### src/verilog/tccs_pkg.sv
// Purpose: constants and carrier types for the timer flag/control block
// Assumes: 10 MHz clk_sys, synchronous active-high reset
// Notes:   register indices are word indices on the block's own register port
package tccs_pkg;

    localparam int DATA_W = 16;

    // register word indices
    localparam logic [3:0] ADDR_FLAG = 4'h0;
    localparam logic [3:0] ADDR_TCTL = 4'h1;
    localparam logic [3:0] ADDR_IEN  = 4'h2;
    localparam logic [3:0] ADDR_CNT  = 4'h3;
    localparam logic [3:0] ADDR_CMPA = 4'h4;
    localparam logic [3:0] ADDR_CMPB = 4'h5;
    localparam logic [3:0] ADDR_CAPA = 4'h6;
    localparam logic [3:0] ADDR_CAPB = 4'h7;
    localparam logic [3:0] ADDR_CAPC = 4'h8;
    localparam logic [3:0] ADDR_CAPD = 4'h9;

    // timer_flag_control field positions
    localparam int BIT_CAPF_A = 7;
    localparam int BIT_CAPF_B = 6;
    localparam int BIT_CAPF_C = 5;
    localparam int BIT_CAPF_D = 4;
    localparam int BIT_CMPF_A = 3;
    localparam int BIT_CMPF_B = 2;
    localparam int BIT_OVF    = 1;
    localparam int BIT_CLR_A  = 0;

    // timer_control field positions
    localparam int BIT_EDGE_A = 7;
    localparam int BIT_EDGE_B = 6;
    localparam int BIT_EDGE_C = 5;
    localparam int BIT_EDGE_D = 4;
    localparam int BIT_BUF_A  = 3;
    localparam int BIT_BUF_B  = 2;

    // reset values
    localparam logic [7:0]  FLAG_RST = 8'h00;
    localparam logic [7:0]  TCTL_RST = 8'h00;
    localparam logic [7:0]  IEN_RST  = 8'h01;
    localparam logic [15:0] CNT_RST  = 16'h0000;
    localparam logic [15:0] CMP_RST  = 16'hFFFF;
    localparam logic [15:0] CAP_RST  = 16'h0000;
    localparam logic [15:0] CNT_MAX  = 16'hFFFF;

    typedef struct packed {
        logic        wr;
        logic        rd;
        logic [3:0]  addr;
        logic [15:0] wdata;
    } tccs_req_t;

    typedef struct packed {
        logic capA;
        logic capB;
        logic capC;
        logic capD;
    } tccs_pins_t;

endpackage : tccs_pkg

### src/verilog/tccs_timer_status.sv
// Purpose: free-running counter with capture/compare flags and control register
// Assumes: counter advances on countTick; capture pins are asynchronous
// Notes:   prescaler, compare output pins and byte-wise access are outside
`timescale 1ns/100ps
`default_nettype none

module tccs_timer_status #(
    parameter int CNT_W = 16
) (
    input  wire logic                  clk_sys,
    input  wire logic                  srst,
    input  wire logic                  lowPower,
    input  wire logic                  countTick,
    input  wire tccs_pkg::tccs_req_t   regReq,
    output logic [15:0]                regRdata,
    input  wire tccs_pkg::tccs_pins_t  capPins,
    output logic [7:1]                 irqVec,
    output logic                       irqAny
);
    import tccs_pkg::*;

    if (CNT_W != DATA_W) begin : g_bad_width
        $error("CNT_W must equal the 16-bit register width");
    end

    ////////////////////////////////////////////////////////////////////////////
    // helpers

    function automatic logic edgeHit(input logic prev, input logic cur,
                                     input logic rising);
        edgeHit = rising ? (cur & ~prev) : (prev & ~cur);
    endfunction : edgeHit

    function automatic logic isWrite(input tccs_req_t req, input logic [3:0] a);
        isWrite = req.wr && (req.addr == a);
    endfunction : isWrite

    ////////////////////////////////////////////////////////////////////////////
    // state

    logic             wipe;
    logic [7:0]       flagCtl_r;
    logic [7:0]       flagCtl_nxt;
    logic [7:1]       armed_r;
    logic [7:1]       armed_nxt;
    logic [7:0]       tctl_r;
    logic [7:1]       ien_r;
    logic [15:0]      cnt_r;
    logic [15:0]      cnt_nxt;
    logic [15:0]      cmpA_r;
    logic [15:0]      cmpB_r;
    logic [15:0]      capA_r;
    logic [15:0]      capB_r;
    logic [15:0]      capC_r;
    logic [15:0]      capD_r;
    logic             eqA_r;
    logic             eqB_r;
    tccs_pins_t       sync1_r;
    tccs_pins_t       sync2_r;
    tccs_pins_t       prev_r;

    logic             eqA;
    logic             eqB;
    logic             matchA;
    logic             matchB;
    logic             clearByMatch;
    logic             overflow;
    logic             evA;
    logic             evB;
    logic             evC;
    logic             evD;
    logic             bufA;
    logic             bufB;
    logic             wrFlag;
    logic             rdFlag;
    logic [7:1]       setVec;
    logic [7:1]       clrVec;
    logic [15:0]      rdVal;

    // standby-type modes behave exactly like reset for every register but the pin chain
    assign wipe = srst | lowPower;

    ////////////////////////////////////////////////////////////////////////////
    // capture pin synchronisers and edge selection

    // the chain keeps sampling through reset: a zeroed chain would report
    // a false edge on a pin that idles high once reset lets go
    always_ff @(posedge clk_sys) begin
        sync1_r <= capPins;
        sync2_r <= sync1_r;
        prev_r  <= sync2_r;
    end

    assign bufA = tctl_r[BIT_BUF_A];
    assign bufB = tctl_r[BIT_BUF_B];

    // buffered A takes the A pin on either edge selection, so unequal
    // selects give both edges while input C stays a plain interrupt source
    always_comb begin
        evA = edgeHit(prev_r.capA, sync2_r.capA, tctl_r[BIT_EDGE_A]);
        if (bufA) begin
            evA = evA | edgeHit(prev_r.capA, sync2_r.capA, tctl_r[BIT_EDGE_C]);
        end
        evB = edgeHit(prev_r.capB, sync2_r.capB, tctl_r[BIT_EDGE_B]);
        if (bufB) begin
            evB = evB | edgeHit(prev_r.capB, sync2_r.capB, tctl_r[BIT_EDGE_D]);
        end
        evC = edgeHit(prev_r.capC, sync2_r.capC, tctl_r[BIT_EDGE_C]);
        evD = edgeHit(prev_r.capD, sync2_r.capD, tctl_r[BIT_EDGE_D]);
    end

    ////////////////////////////////////////////////////////////////////////////
    // running counter and compare

    assign eqA = (cnt_r == cmpA_r);
    assign eqB = (cnt_r == cmpB_r);
    // a match is one event per arrival, not one per cycle of equality
    assign matchA = eqA & ~eqA_r;
    assign matchB = eqB & ~eqB_r;

    assign clearByMatch = countTick & eqA & flagCtl_r[BIT_CLR_A];
    // neither a clear by match nor a software load is counted as an overflow
    assign overflow = countTick & (cnt_r == CNT_MAX) & ~clearByMatch
                    & ~isWrite(regReq, ADDR_CNT);

    always_comb begin
        cnt_nxt = cnt_r;
        if (isWrite(regReq, ADDR_CNT)) begin
            cnt_nxt = regReq.wdata;
        end else if (clearByMatch) begin
            cnt_nxt = CNT_RST;
        end else if (countTick) begin
            cnt_nxt = cnt_r + 16'h0001;
        end
    end

    always_ff @(posedge clk_sys) begin
        if (wipe) begin
            cnt_r <= CNT_RST;
        end else begin
            cnt_r <= cnt_nxt;
        end
    end

    always_ff @(posedge clk_sys) begin
        if (wipe) begin
            eqA_r <= 1'b0;
            eqB_r <= 1'b0;
        end else begin
            eqA_r <= eqA;
            eqB_r <= eqB;
        end
    end

    always_ff @(posedge clk_sys) begin
        if (wipe) begin
            cmpA_r <= CMP_RST;
            cmpB_r <= CMP_RST;
        end else begin
            if (isWrite(regReq, ADDR_CMPA)) begin
                cmpA_r <= regReq.wdata;
            end
            if (isWrite(regReq, ADDR_CMPB)) begin
                cmpB_r <= regReq.wdata;
            end
        end
    end

    ////////////////////////////////////////////////////////////////////////////
    // capture registers; they load whatever the counter holds, or in buffered mode C/D take the old A/B value

    always_ff @(posedge clk_sys) begin
        if (wipe) begin
            capA_r <= CAP_RST;
            capC_r <= CAP_RST;
        end else begin
            if (evA) begin
                capA_r <= cnt_r;
                if (bufA) begin
                    capC_r <= capA_r;
                end
            end
            if (evC && !bufA) begin
                capC_r <= cnt_r;
            end
        end
    end

    always_ff @(posedge clk_sys) begin
        if (wipe) begin
            capB_r <= CAP_RST;
            capD_r <= CAP_RST;
        end else begin
            if (evB) begin
                capB_r <= cnt_r;
                if (bufB) begin
                    capD_r <= capB_r;
                end
            end
            if (evD && !bufB) begin
                capD_r <= cnt_r;
            end
        end
    end

    ////////////////////////////////////////////////////////////////////////////
    // flag and control register

    assign wrFlag = isWrite(regReq, ADDR_FLAG);
    assign rdFlag = regReq.rd && (regReq.addr == ADDR_FLAG);

    always_comb begin
        setVec             = '0;
        setVec[BIT_CAPF_A] = evA;
        setVec[BIT_CAPF_B] = evB;
        setVec[BIT_CAPF_C] = evC;
        setVec[BIT_CAPF_D] = evD;
        setVec[BIT_CMPF_A] = matchA;
        setVec[BIT_CMPF_B] = matchB;
        setVec[BIT_OVF]    = overflow;
    end

    // only a 0 clears, and only a bit that was seen as 1; a 1 is ignored
    assign clrVec = wrFlag ? (~regReq.wdata[7:1] & armed_r) : '0;

    always_comb begin
        flagCtl_nxt      = flagCtl_r;
        // set applied after clear so a same-cycle event survives
        flagCtl_nxt[7:1] = (flagCtl_r[7:1] & ~clrVec) | setVec;
        if (wrFlag) begin
            flagCtl_nxt[BIT_CLR_A] = regReq.wdata[BIT_CLR_A];
        end
    end

    // arming remembers which flags software has seen as 1
    assign armed_nxt = (armed_r & ~clrVec)
                     | (rdFlag ? flagCtl_r[7:1] : 7'h00);

    always_ff @(posedge clk_sys) begin
        if (wipe) begin
            flagCtl_r <= FLAG_RST;
            armed_r   <= '0;
        end else begin
            flagCtl_r <= flagCtl_nxt;
            armed_r   <= armed_nxt;
        end
    end

    ////////////////////////////////////////////////////////////////////////////
    // timer control and interrupt enables

    always_ff @(posedge clk_sys) begin
        if (wipe) begin
            tctl_r <= TCTL_RST;
        end else if (isWrite(regReq, ADDR_TCTL)) begin
            tctl_r <= regReq.wdata[7:0];
        end
    end

    always_ff @(posedge clk_sys) begin
        if (wipe) begin
            ien_r <= IEN_RST[7:1];
        end else if (isWrite(regReq, ADDR_IEN)) begin
            ien_r <= regReq.wdata[7:1];
        end
    end

    assign irqVec = flagCtl_r[7:1] & ien_r;
    assign irqAny = |irqVec;

    ////////////////////////////////////////////////////////////////////////////
    // read port: answer one cycle after the read strobe

    always_comb begin
        rdVal = 16'h0000;
        if (regReq.addr == ADDR_FLAG) begin
            rdVal = {8'h00, flagCtl_r};
        end else if (regReq.addr == ADDR_TCTL) begin
            rdVal = {8'h00, tctl_r};
        end else if (regReq.addr == ADDR_IEN) begin
            // bit 0 is fixed and always reads 1
            rdVal = {8'h00, ien_r, IEN_RST[0]};
        end else if (regReq.addr == ADDR_CNT) begin
            rdVal = cnt_r;
        end else if (regReq.addr == ADDR_CMPA) begin
            rdVal = cmpA_r;
        end else if (regReq.addr == ADDR_CMPB) begin
            rdVal = cmpB_r;
        end else if (regReq.addr == ADDR_CAPA) begin
            rdVal = capA_r;
        end else if (regReq.addr == ADDR_CAPB) begin
            rdVal = capB_r;
        end else if (regReq.addr == ADDR_CAPC) begin
            rdVal = capC_r;
        end else if (regReq.addr == ADDR_CAPD) begin
            rdVal = capD_r;
        end
    end

    always_ff @(posedge clk_sys) begin
        if (wipe) begin
            regRdata <= 16'h0000;
        end else if (regReq.rd) begin
            regRdata <= rdVal;
        end
    end

endmodule : tccs_timer_status

`default_nettype wire

### config.mk
export PLATFORM = sky130hd
export DESIGN_NAME = tccs_timer_status
export DESIGN_NICKNAME = d
export VERILOG_FILES = /design/src/verilog/tccs_pkg.sv /design/src/verilog/tccs_timer_status.sv
export SDC_FILE = /design/constraint.sdc
export NUM_CORES = 1
export LEC_CHECK = 0
export BUFFER_PORTS_ARGS = -buffer_cell sky130_fd_sc_hd__buf_2
export CORE_UTILIZATION = 63
export CTS_BUF_LIST = sky130_fd_sc_hd__clkbuf_4 sky130_fd_sc_hd__clkbuf_8
export DETAILED_ROUTE_END_ITERATION = 10
export PLACE_DENSITY = 0.85
export SLEW_MARGIN = 20
export SYNTH_ARGS = -nofsm -noshare
export SYNTH_HDL_FRONTEND = slang
export SYNTH_SLANG_ARGS = --single-unit
### constraint.sdc
create_clock -name clk_sys -period 2.45 [get_ports clk_sys]
set_input_delay 0.49 -clock clk_sys [delete_from_list [all_inputs] [get_ports clk_sys]]
set_output_delay 0.49 -clock clk_sys [all_outputs]
set_load 0.02 [all_outputs]
==> summary.txt, run 1 <==
STA
  – Setup Viol. Count Final: 1
  – Unrepaired setup endpoints after global routing: yes
  – Final period util: 1.04
  – WHS: between 0.1 and 0.15 ns
  – Worst slew pin tran: between 0.5 and 0.6 ns
  – F_max: slightly below 400 MHz
  – Final Skew: roughly 0.010 ns
  – Final Hold Fails: 0
  – Fin worst setup slack: -0.102 ns
  – Worst slew margin: 0.615
  – Post-layout min period: 2.55 ns
  – Pins Over Slew Limit: 0

Floorplanning
  – Core ar.: 13200 µm²
  – Die W: approximately 120 µm
  – Row cnt: 42
  – Initial Utilization: 0.648
  – Die area: 14100 µm²
  – Die height: 119 µm
  – Io pins: between 50 and 60

Logic synthesis
  – Synthesized flop and latch total: between 150 and 200
  – Unique masters post-synth: 68
  – Synth top area share: 0.401
  – Mapped cell area: about 8600 µm²
  – Fraction of registers with async set/reset: 0
  – Most common library cells after synthesis: 172 x dfxtp_1, 116 x nand2_1, 89 x nor2_1
  – Top_reg_cell synth: dfxtp_1
  – Synth area leader: dfxtp_1
  – Register area share after synthesis: 0.401
  – Synthesized area per cell: between 8 and 9 µm²
  – Synth top area cells: dfxtp_1 40%, mux2i_1 9.9%, nand2_1 5.1%
  – Synth Instances: approximately 1000
  – EDFF count, synth: 0
  – Syn nets: 1028
  – Most frequent cell after synthesis: dfxtp_1
  – Yosys warnings: 0

Clock tree
  – Worst-path clk slew: approximately 0.090 ns
  – H-tree levels: 4
  – CTS tree: built
  – Total CTS buffers: 17
  – Number of setup buffers added after CTS: 0
  – Sink Count: approximately 170
  – Worst-skew pair later-pin latency: around 0.48 ns
  – Buffer depth of the longest clock path: 2
  – Hold Buf Count CTS: 0
  – Root buffer cell: clkbuf_8

Routing
  – Routed wire length: roughly 25000 µm
  – Post-detailed-route count of antenna-violating nets: 0
  – Vias/cell: approximately 6.3
  – Total iterations of the first detailed-routing run: 5
  – DR iter-0 viols: 851
  – Average routed wire per standard cell: roughly 20 µm
  – Residual DRC: 0
  – Routed via count: about 7.7k

Worst setup path
  – CP max stage cell: or4_1
  – CP Launch Type: flop
  – Critical path type: reg -> out
  – Critical Path, Cell by Cell: and2_1 -> or4_1 -> or4_1 -> buf_2
  – Slowest stage delay, CP: just under 0.5 ns
  – CP Data Arrival Time: 2.06 ns
  – Cell mode on critical path: or4_1
  – R2R cell count: 6
  – CP endpoint kind: output pin
  – CP Max Fanout: 4
  – RR Endpoint: capC_r[4]
  – WP data required: roughly 2.0 ns
  – Origin of the critical flop-to-flop path: tctl_r[5]
  – CP startpoint: flagCtl_r[4]
  – Flop2flop setup slack: a little over 0.5 ns

Job
  – Max-Cap Viols: 0

Global routing
  – Largest net degree at the start of global routing: 42
  – Initial antenna violation count: 0
  – First-pass GRT wire length: ~39000 µm
  – GRT overflow: 0
  – Gr usage total: 0.361
  – Via count of the first global-routing pass: just over 7k

Pwr
  – Pwr Density: roughly 600 nW/µm²
  – Net Sw Frac: 0.247
  – Leakage: between 0.003 and 0.004 µW
  – Psw: 1430 µW
  – Flop pwr share: 0.496
  – Logic pwr share: 0.096
  – Int Power: 4360 µW
  – VDD IR-drop max: 0.000470 V
  – Clock power share: 0.408

Placed design
  – GP Congestion: ~0.97
  – HPWL Detailed: ~18000 µm
  – Port Buffers: 53

Final layout
  – Layout Nets: ~1.1k
  – Area delta synth->final: 12.7%
  – # fillers: between 1k and 1.5k
  – Fraction of layout cells with a size suffix above 1: 0.175
  – N_diodes: 0
  – Utilization after layout: 0.730
  – Multi-input gate area: ~4700 µm²
  – FF+latch area: about 3400 µm²

Run status
  – Status: finished, violations left
  – Failing checks: negative setup slack

Worst hold path
  – Hold EP: sync1_r[2]
  – Hold Crit Class: in -> reg
  – Hold_sp: capPins[2]
  – Hold Path Cell Cnt: 1
==> routing by layer <==
layer | global-route usage | share of wire | wire length (µm)
met5 | 0 | 0 | 0
met4 | 0.119 | 0.020 | 507
met3 | 0.0767 | 0.098 | 2430
met2 | 0.548 | 0.45 | 11200
met1 | 0.507 | 0.43 | 10700
==> worst max-delay path by stage <==
stage                       end  slack, ns  cells after the start
floorplan                irqAny       0.41                      3
global placement    regRdata[6]       0.22                      6
detailed placement  regRdata[6]       0.17                      6
CTS                      irqAny      -0.11                      4
global route             irqAny      -0.15                      4
finish                   irqAny      -0.10                      4
==> flip-flops by register name (all words and copies together) (netlist names), 7 cells and up <==
name	cells
cmpB_r	16
armed_r	7
cmpA_r	16
ien_r	7
tctl_r	8
capC_r	16
flagCtl_r	8
capB_r	16
capD_r	16
capA_r	16
cnt_r	16
regRdata	16
==> power by group through the flow <==
stage / Sequential (µW) / Combinational [µW] / Clock (µW)
floorplan: 2930 / 360 / 0
global placement: 2930 / 535 / 0
detailed placement: 2930 / 542 / 0
CTS: 2870 / 544 / 2360
global route: 2870 / 590 / 2490
finish: 2870 / 557 / 2360
==> logic make-up after synthesis <==
logic type / count (synthesis) / synth area share
adder cells (fa/ha/maj): 1 / 0.00146
AND/OR/NAND/NOR: 346 / 0.197
buffers and inverters: 104 / 0.0528
XOR/XNOR: 47 / 0.0480
AO/OA/AOI/OAI: 225 / 0.178
multiplexers: 102 / 0.121
flip-flops: 172 / 0.401
==> area by class of cell <==
class / instances / area share
Multi-Input combinational cell: 721 / 0.486
Clock inverter: 10 / 0.0193
Timing Repair Buffer: 113 / 0.0766
Tap cell: 176 / 0.0228
Sequential cell: 172 / 0.356
Clock buffer: 22 / 0.0300
Inverter: 23 / 0.00893
==> worst max-delay path, delay by kind of cell (launching register included) <==
family / cells / cell delay [ns]
simple gates: 3 / 1.06
flops: 1 / 0.36
buf+inv: 1 / 0.17
==> cell usage in the layout, fill, tap and decap left out, types with 6 or more instances in the layout <==
master,count
o22ai_1,15
o21ai_0,30
a22o_1,17
nand2_1,116
clkbuf_8,20
dfxtp_1,169
nor3_1,9
a22oi_1,15
a2bb2oi_1,11
and2_1,14
buf_4,58
o2bb2ai_1,6
mux2_2,17
nor3b_1,10
buf_2,53
o221ai_1,6
inv_1,22
nand3_1,45
xor2_1,37
nor2b_1,11
nor4_1,8
a21oi_1,61
mux2i_1,85
xnor2_1,10
nor2_1,88
a211oi_1,34
==> timing repair <==
action	CTS	global route
hold endpoints to repair	0	0
endpoints found under the setup margin	1	1
gates resized for setup	2	1
==> stage by stage <==
step | area, µm² | std cells | total power (µW) | worst slack, ns | setup TNS [ns]
floorplan | 8580 | 997 | 3290 | 0.409 | 0
global placement | 9190 | 1205 | 3470 | 0.224 | 0
detailed placement | 9190 | 1205 | 3470 | 0.168 | 0
CTS | 9670 | 1237 | 5770 | -0.107 | -0.107
global route | 9670 | 1237 | 5950 | -0.152 | -0.152
finish | 9670 | 1237 | 5790 | -0.102 | -0.102
No activity file was read; power rests on OpenSTA's default activity.
==> inputs of run 2 (changes only) <==
--- a/config.mk
+++ b/config.mk
@@ -5,10 +5,12 @@
 export SDC_FILE = /design/constraint.sdc
 export NUM_CORES = 1
 export LEC_CHECK = 0
-export BUFFER_PORTS_ARGS = -buffer_cell sky130_fd_sc_hd__buf_2
-export CORE_UTILIZATION = 63
+export CELL_PAD_IN_SITES_DETAIL_PLACEMENT = 1
+export CELL_PAD_IN_SITES_GLOBAL_PLACEMENT = 2
+export CORE_UTILIZATION = 41
 export CTS_BUF_LIST = sky130_fd_sc_hd__clkbuf_4 sky130_fd_sc_hd__clkbuf_8
 export DETAILED_ROUTE_END_ITERATION = 10
+export DONT_BUFFER_PORTS = 1
 export PLACE_DENSITY = 0.85
 export SLEW_MARGIN = 20
 export SYNTH_ARGS = -nofsm -noshare
==> summary.txt, run 2 (synthesis gave the netlist of run 1 again) <==
STA
  – Final Skew: 0.00934 ns (-0.000917 ns)
  – Worst slew pin tran: 0.764 ns (+0.187 ns)
  – Fin worst setup slack: -0.0357 ns (+0.0659 ns)
  – Unrepaired setup endpoints after global routing: yes
  – Final Hold Fails: 0 (unchanged)
  – Final period util: 1.01 (-0.0269)
  – Setup Viol. Count Final: 1 (unchanged)
  – Worst slew margin: 0.490 (-0.125)
  – Post-layout min period: 2.49 ns (-0.0659 ns)
  – Pins Over Slew Limit: 0 (unchanged)
  – F_max: 402 MHz (+2.7%)

Floorplanning
  – Row cnt: 52 (+24%)
  – Die area: 21500 µm² (+53%)
  – Die height: 147 µm (+24%)
  – Core ar.: 20400 µm² (+54%)
  – Initial Utilization: 0.421 (-0.227)
  – Io pins: 54 (unchanged)
  – Die W: 147 µm (+24%)

Pwr
  – VDD IR-drop max: 0.000351 V (-25%)
  – Leakage: 0.00327 µW (-10%)
  – Pwr Density: 568 nW/µm² (-5.1%)
  – Power Total: 5310 µW (-8.2%)

Worst setup path
  – RR Endpoint: cnt_r[5]
  – WP data required: 1.96 ns (about the same)
  – Critical path type: reg -> out
  – Origin of the critical flop-to-flop path: cnt_r[1]
  – CP Max Fanout: 3 (-1)
  – CP Launch Type: flop
  – Flop2flop setup slack: 0.30 ns (-0.21 ns)
  – CP endpoint kind: output pin
  – R2R cell count: 5 (-1)
  – CP Data Arrival Time: 2.00 ns (-0.06 ns)
  – CP startpoint: flagCtl_r[3]
  – Crit path capture: irqAny

Clock tree
  – Number of setup buffers added after CTS: 0 (unchanged)
  – CTS tree: built
  – Total CTS buffers: 17 (unchanged)
  – Sink Count: 172 (unchanged)
  – Worst-skew pair later-pin latency: 0.48 ns (about the same)
  – Root buffer cell: clkbuf_8
  – H-tree levels: 4 (unchanged)
  – Worst-path clk slew: 0.10 ns (about the same)
  – Buffer depth of the longest clock path: 2 (unchanged)

Worst hold path
  – Hold Crit Class: in -> reg

Placed design
  – Port Buffers: 0 (-100%)
  – HPWL Detailed: 21000 µm (+18%)
  – DP Cell Count: 1232 (+2.2%)
  – GP Congestion: 0.859 (-11%)

Final layout
  – Area delta synth->final: 8.97%
  – N_diodes: 0 (unchanged)
  – Layout Nets: 1016 (-5.8%)
  – Finished Layout Cells: 1267 (+2.4%)
  – Fraction of layout cells with a size suffix above 1: 0.123 (-0.0519)
  – Commonest non-fill, non-tap cell in the layout: dfxtp_1
  – Commonest non-fill, non-tap cells in the layout: 170 x dfxtp_1, 116 x nand2_1, 88 x nor2_1, 85 x mux2i_1, 61 x a21oi_1

Global routing
  – GRT overflow: 0 (unchanged)
  – Largest net degree at the start of global routing: 46 (+9.5%)
  – First-pass GRT wire length: 45500 µm (+17%)
  – Gr usage total: 0.281 (-0.0792)
  – Initial antenna violation count: 0 (unchanged)
  – Via count of the first global-routing pass: 7442 (+4.0%)

Routing
  – Residual DRC: 0 (unchanged)
  – Routed via count: 7464 (-3.5%)
  – DR iter-0 viols: 480 (-44%)
  – Average routed wire per standard cell: 23.4 µm (+17%)
  – Post-detailed-route count of antenna-violating nets: 0 (unchanged)
  – Routed wire length: 29700 µm (+20%)
  – Vias/cell: 5.89 (-5.8%)
  – Total iterations of the first detailed-routing run: 5 (unchanged)

Run status
  – Status: finished, violations left
  – Failing checks: negative setup slack

Job
  – Max-Cap Viols: 0 (unchanged)
run 2: how the worst min path moves through the flow:
stage	startpoint	to	slack, ns	cells past startpoint
floorplan	sync1_r[0]	sync2_r[0]	0.31	0
global placement	sync1_r[3]	sync2_r[3]	0.31	0
detailed placement	sync1_r[2]	sync2_r[2]	0.31	0
CTS	capPins[3]	sync1_r[3]	0.009	0
global route	regReq[10]	cmpA_r[10]	0.09	2
finish	regReq[10]	cnt_r[10]	0.12	2
run 2: timing repair:
action                                  CTS  global route
endpoints found under the hold margin     0             4
hold buffers                              0             4
resized for setup                        11             1
endpoints found under the setup margin    1             1
run 2: power breakdown:
group	leakage, µW	internal (µW)	total [µW]	switching, µW
clock	0.000177	859	1980	1120
sequential	0.00140	2840	2880	41.6
combinational	0.00170	176	456	280
run 2: final cells by class:
type | instances | area (µm²)
Fill cell | 2408 | 11000
Multi-Input combinational cell | 721 | 4720
Sequential cell | 172 | 3450
Timing Repair Buffer | 50 | 385
Tap cell | 270 | 338
Clock buffer | 19 | 262
Clock inverter | 12 | 116
Inverter | 23 | 86.3
run 2: worst max-delay path: stages, from the launching register on:
cell     delay (ns)
dfxtp_2        0.34
and2_4         0.18
or4_4          0.53
or4_4          0.47
run 2: through the flow:
step           utilization  setup WS [ns]  cell area (µm²)  hold WS [ns]  TNS (ns)
3_5_place_dp         0.438          0.314             8910         0.313         0
2_1_floorplan            -          0.409             8580         0.310         0
3_3_place_gp         0.438          0.326             8910         0.311         0
5_1_grt              0.459         -0.100             9350        0.0918    -0.100
6_report             0.459        -0.0357             9350         0.123   -0.0357
4_1_cts              0.457        -0.0686             9310       0.00943   -0.0686
run 2: metal layers:
layer  global-route usage  wire (µm)  vias to the layer above
met2                0.432      13500                      208
met5                    0          0                        -
li1                     -          -                     3499
met1                0.394      13800                     3709
met3               0.0419       1620                       48
met4                0.112        825                        0
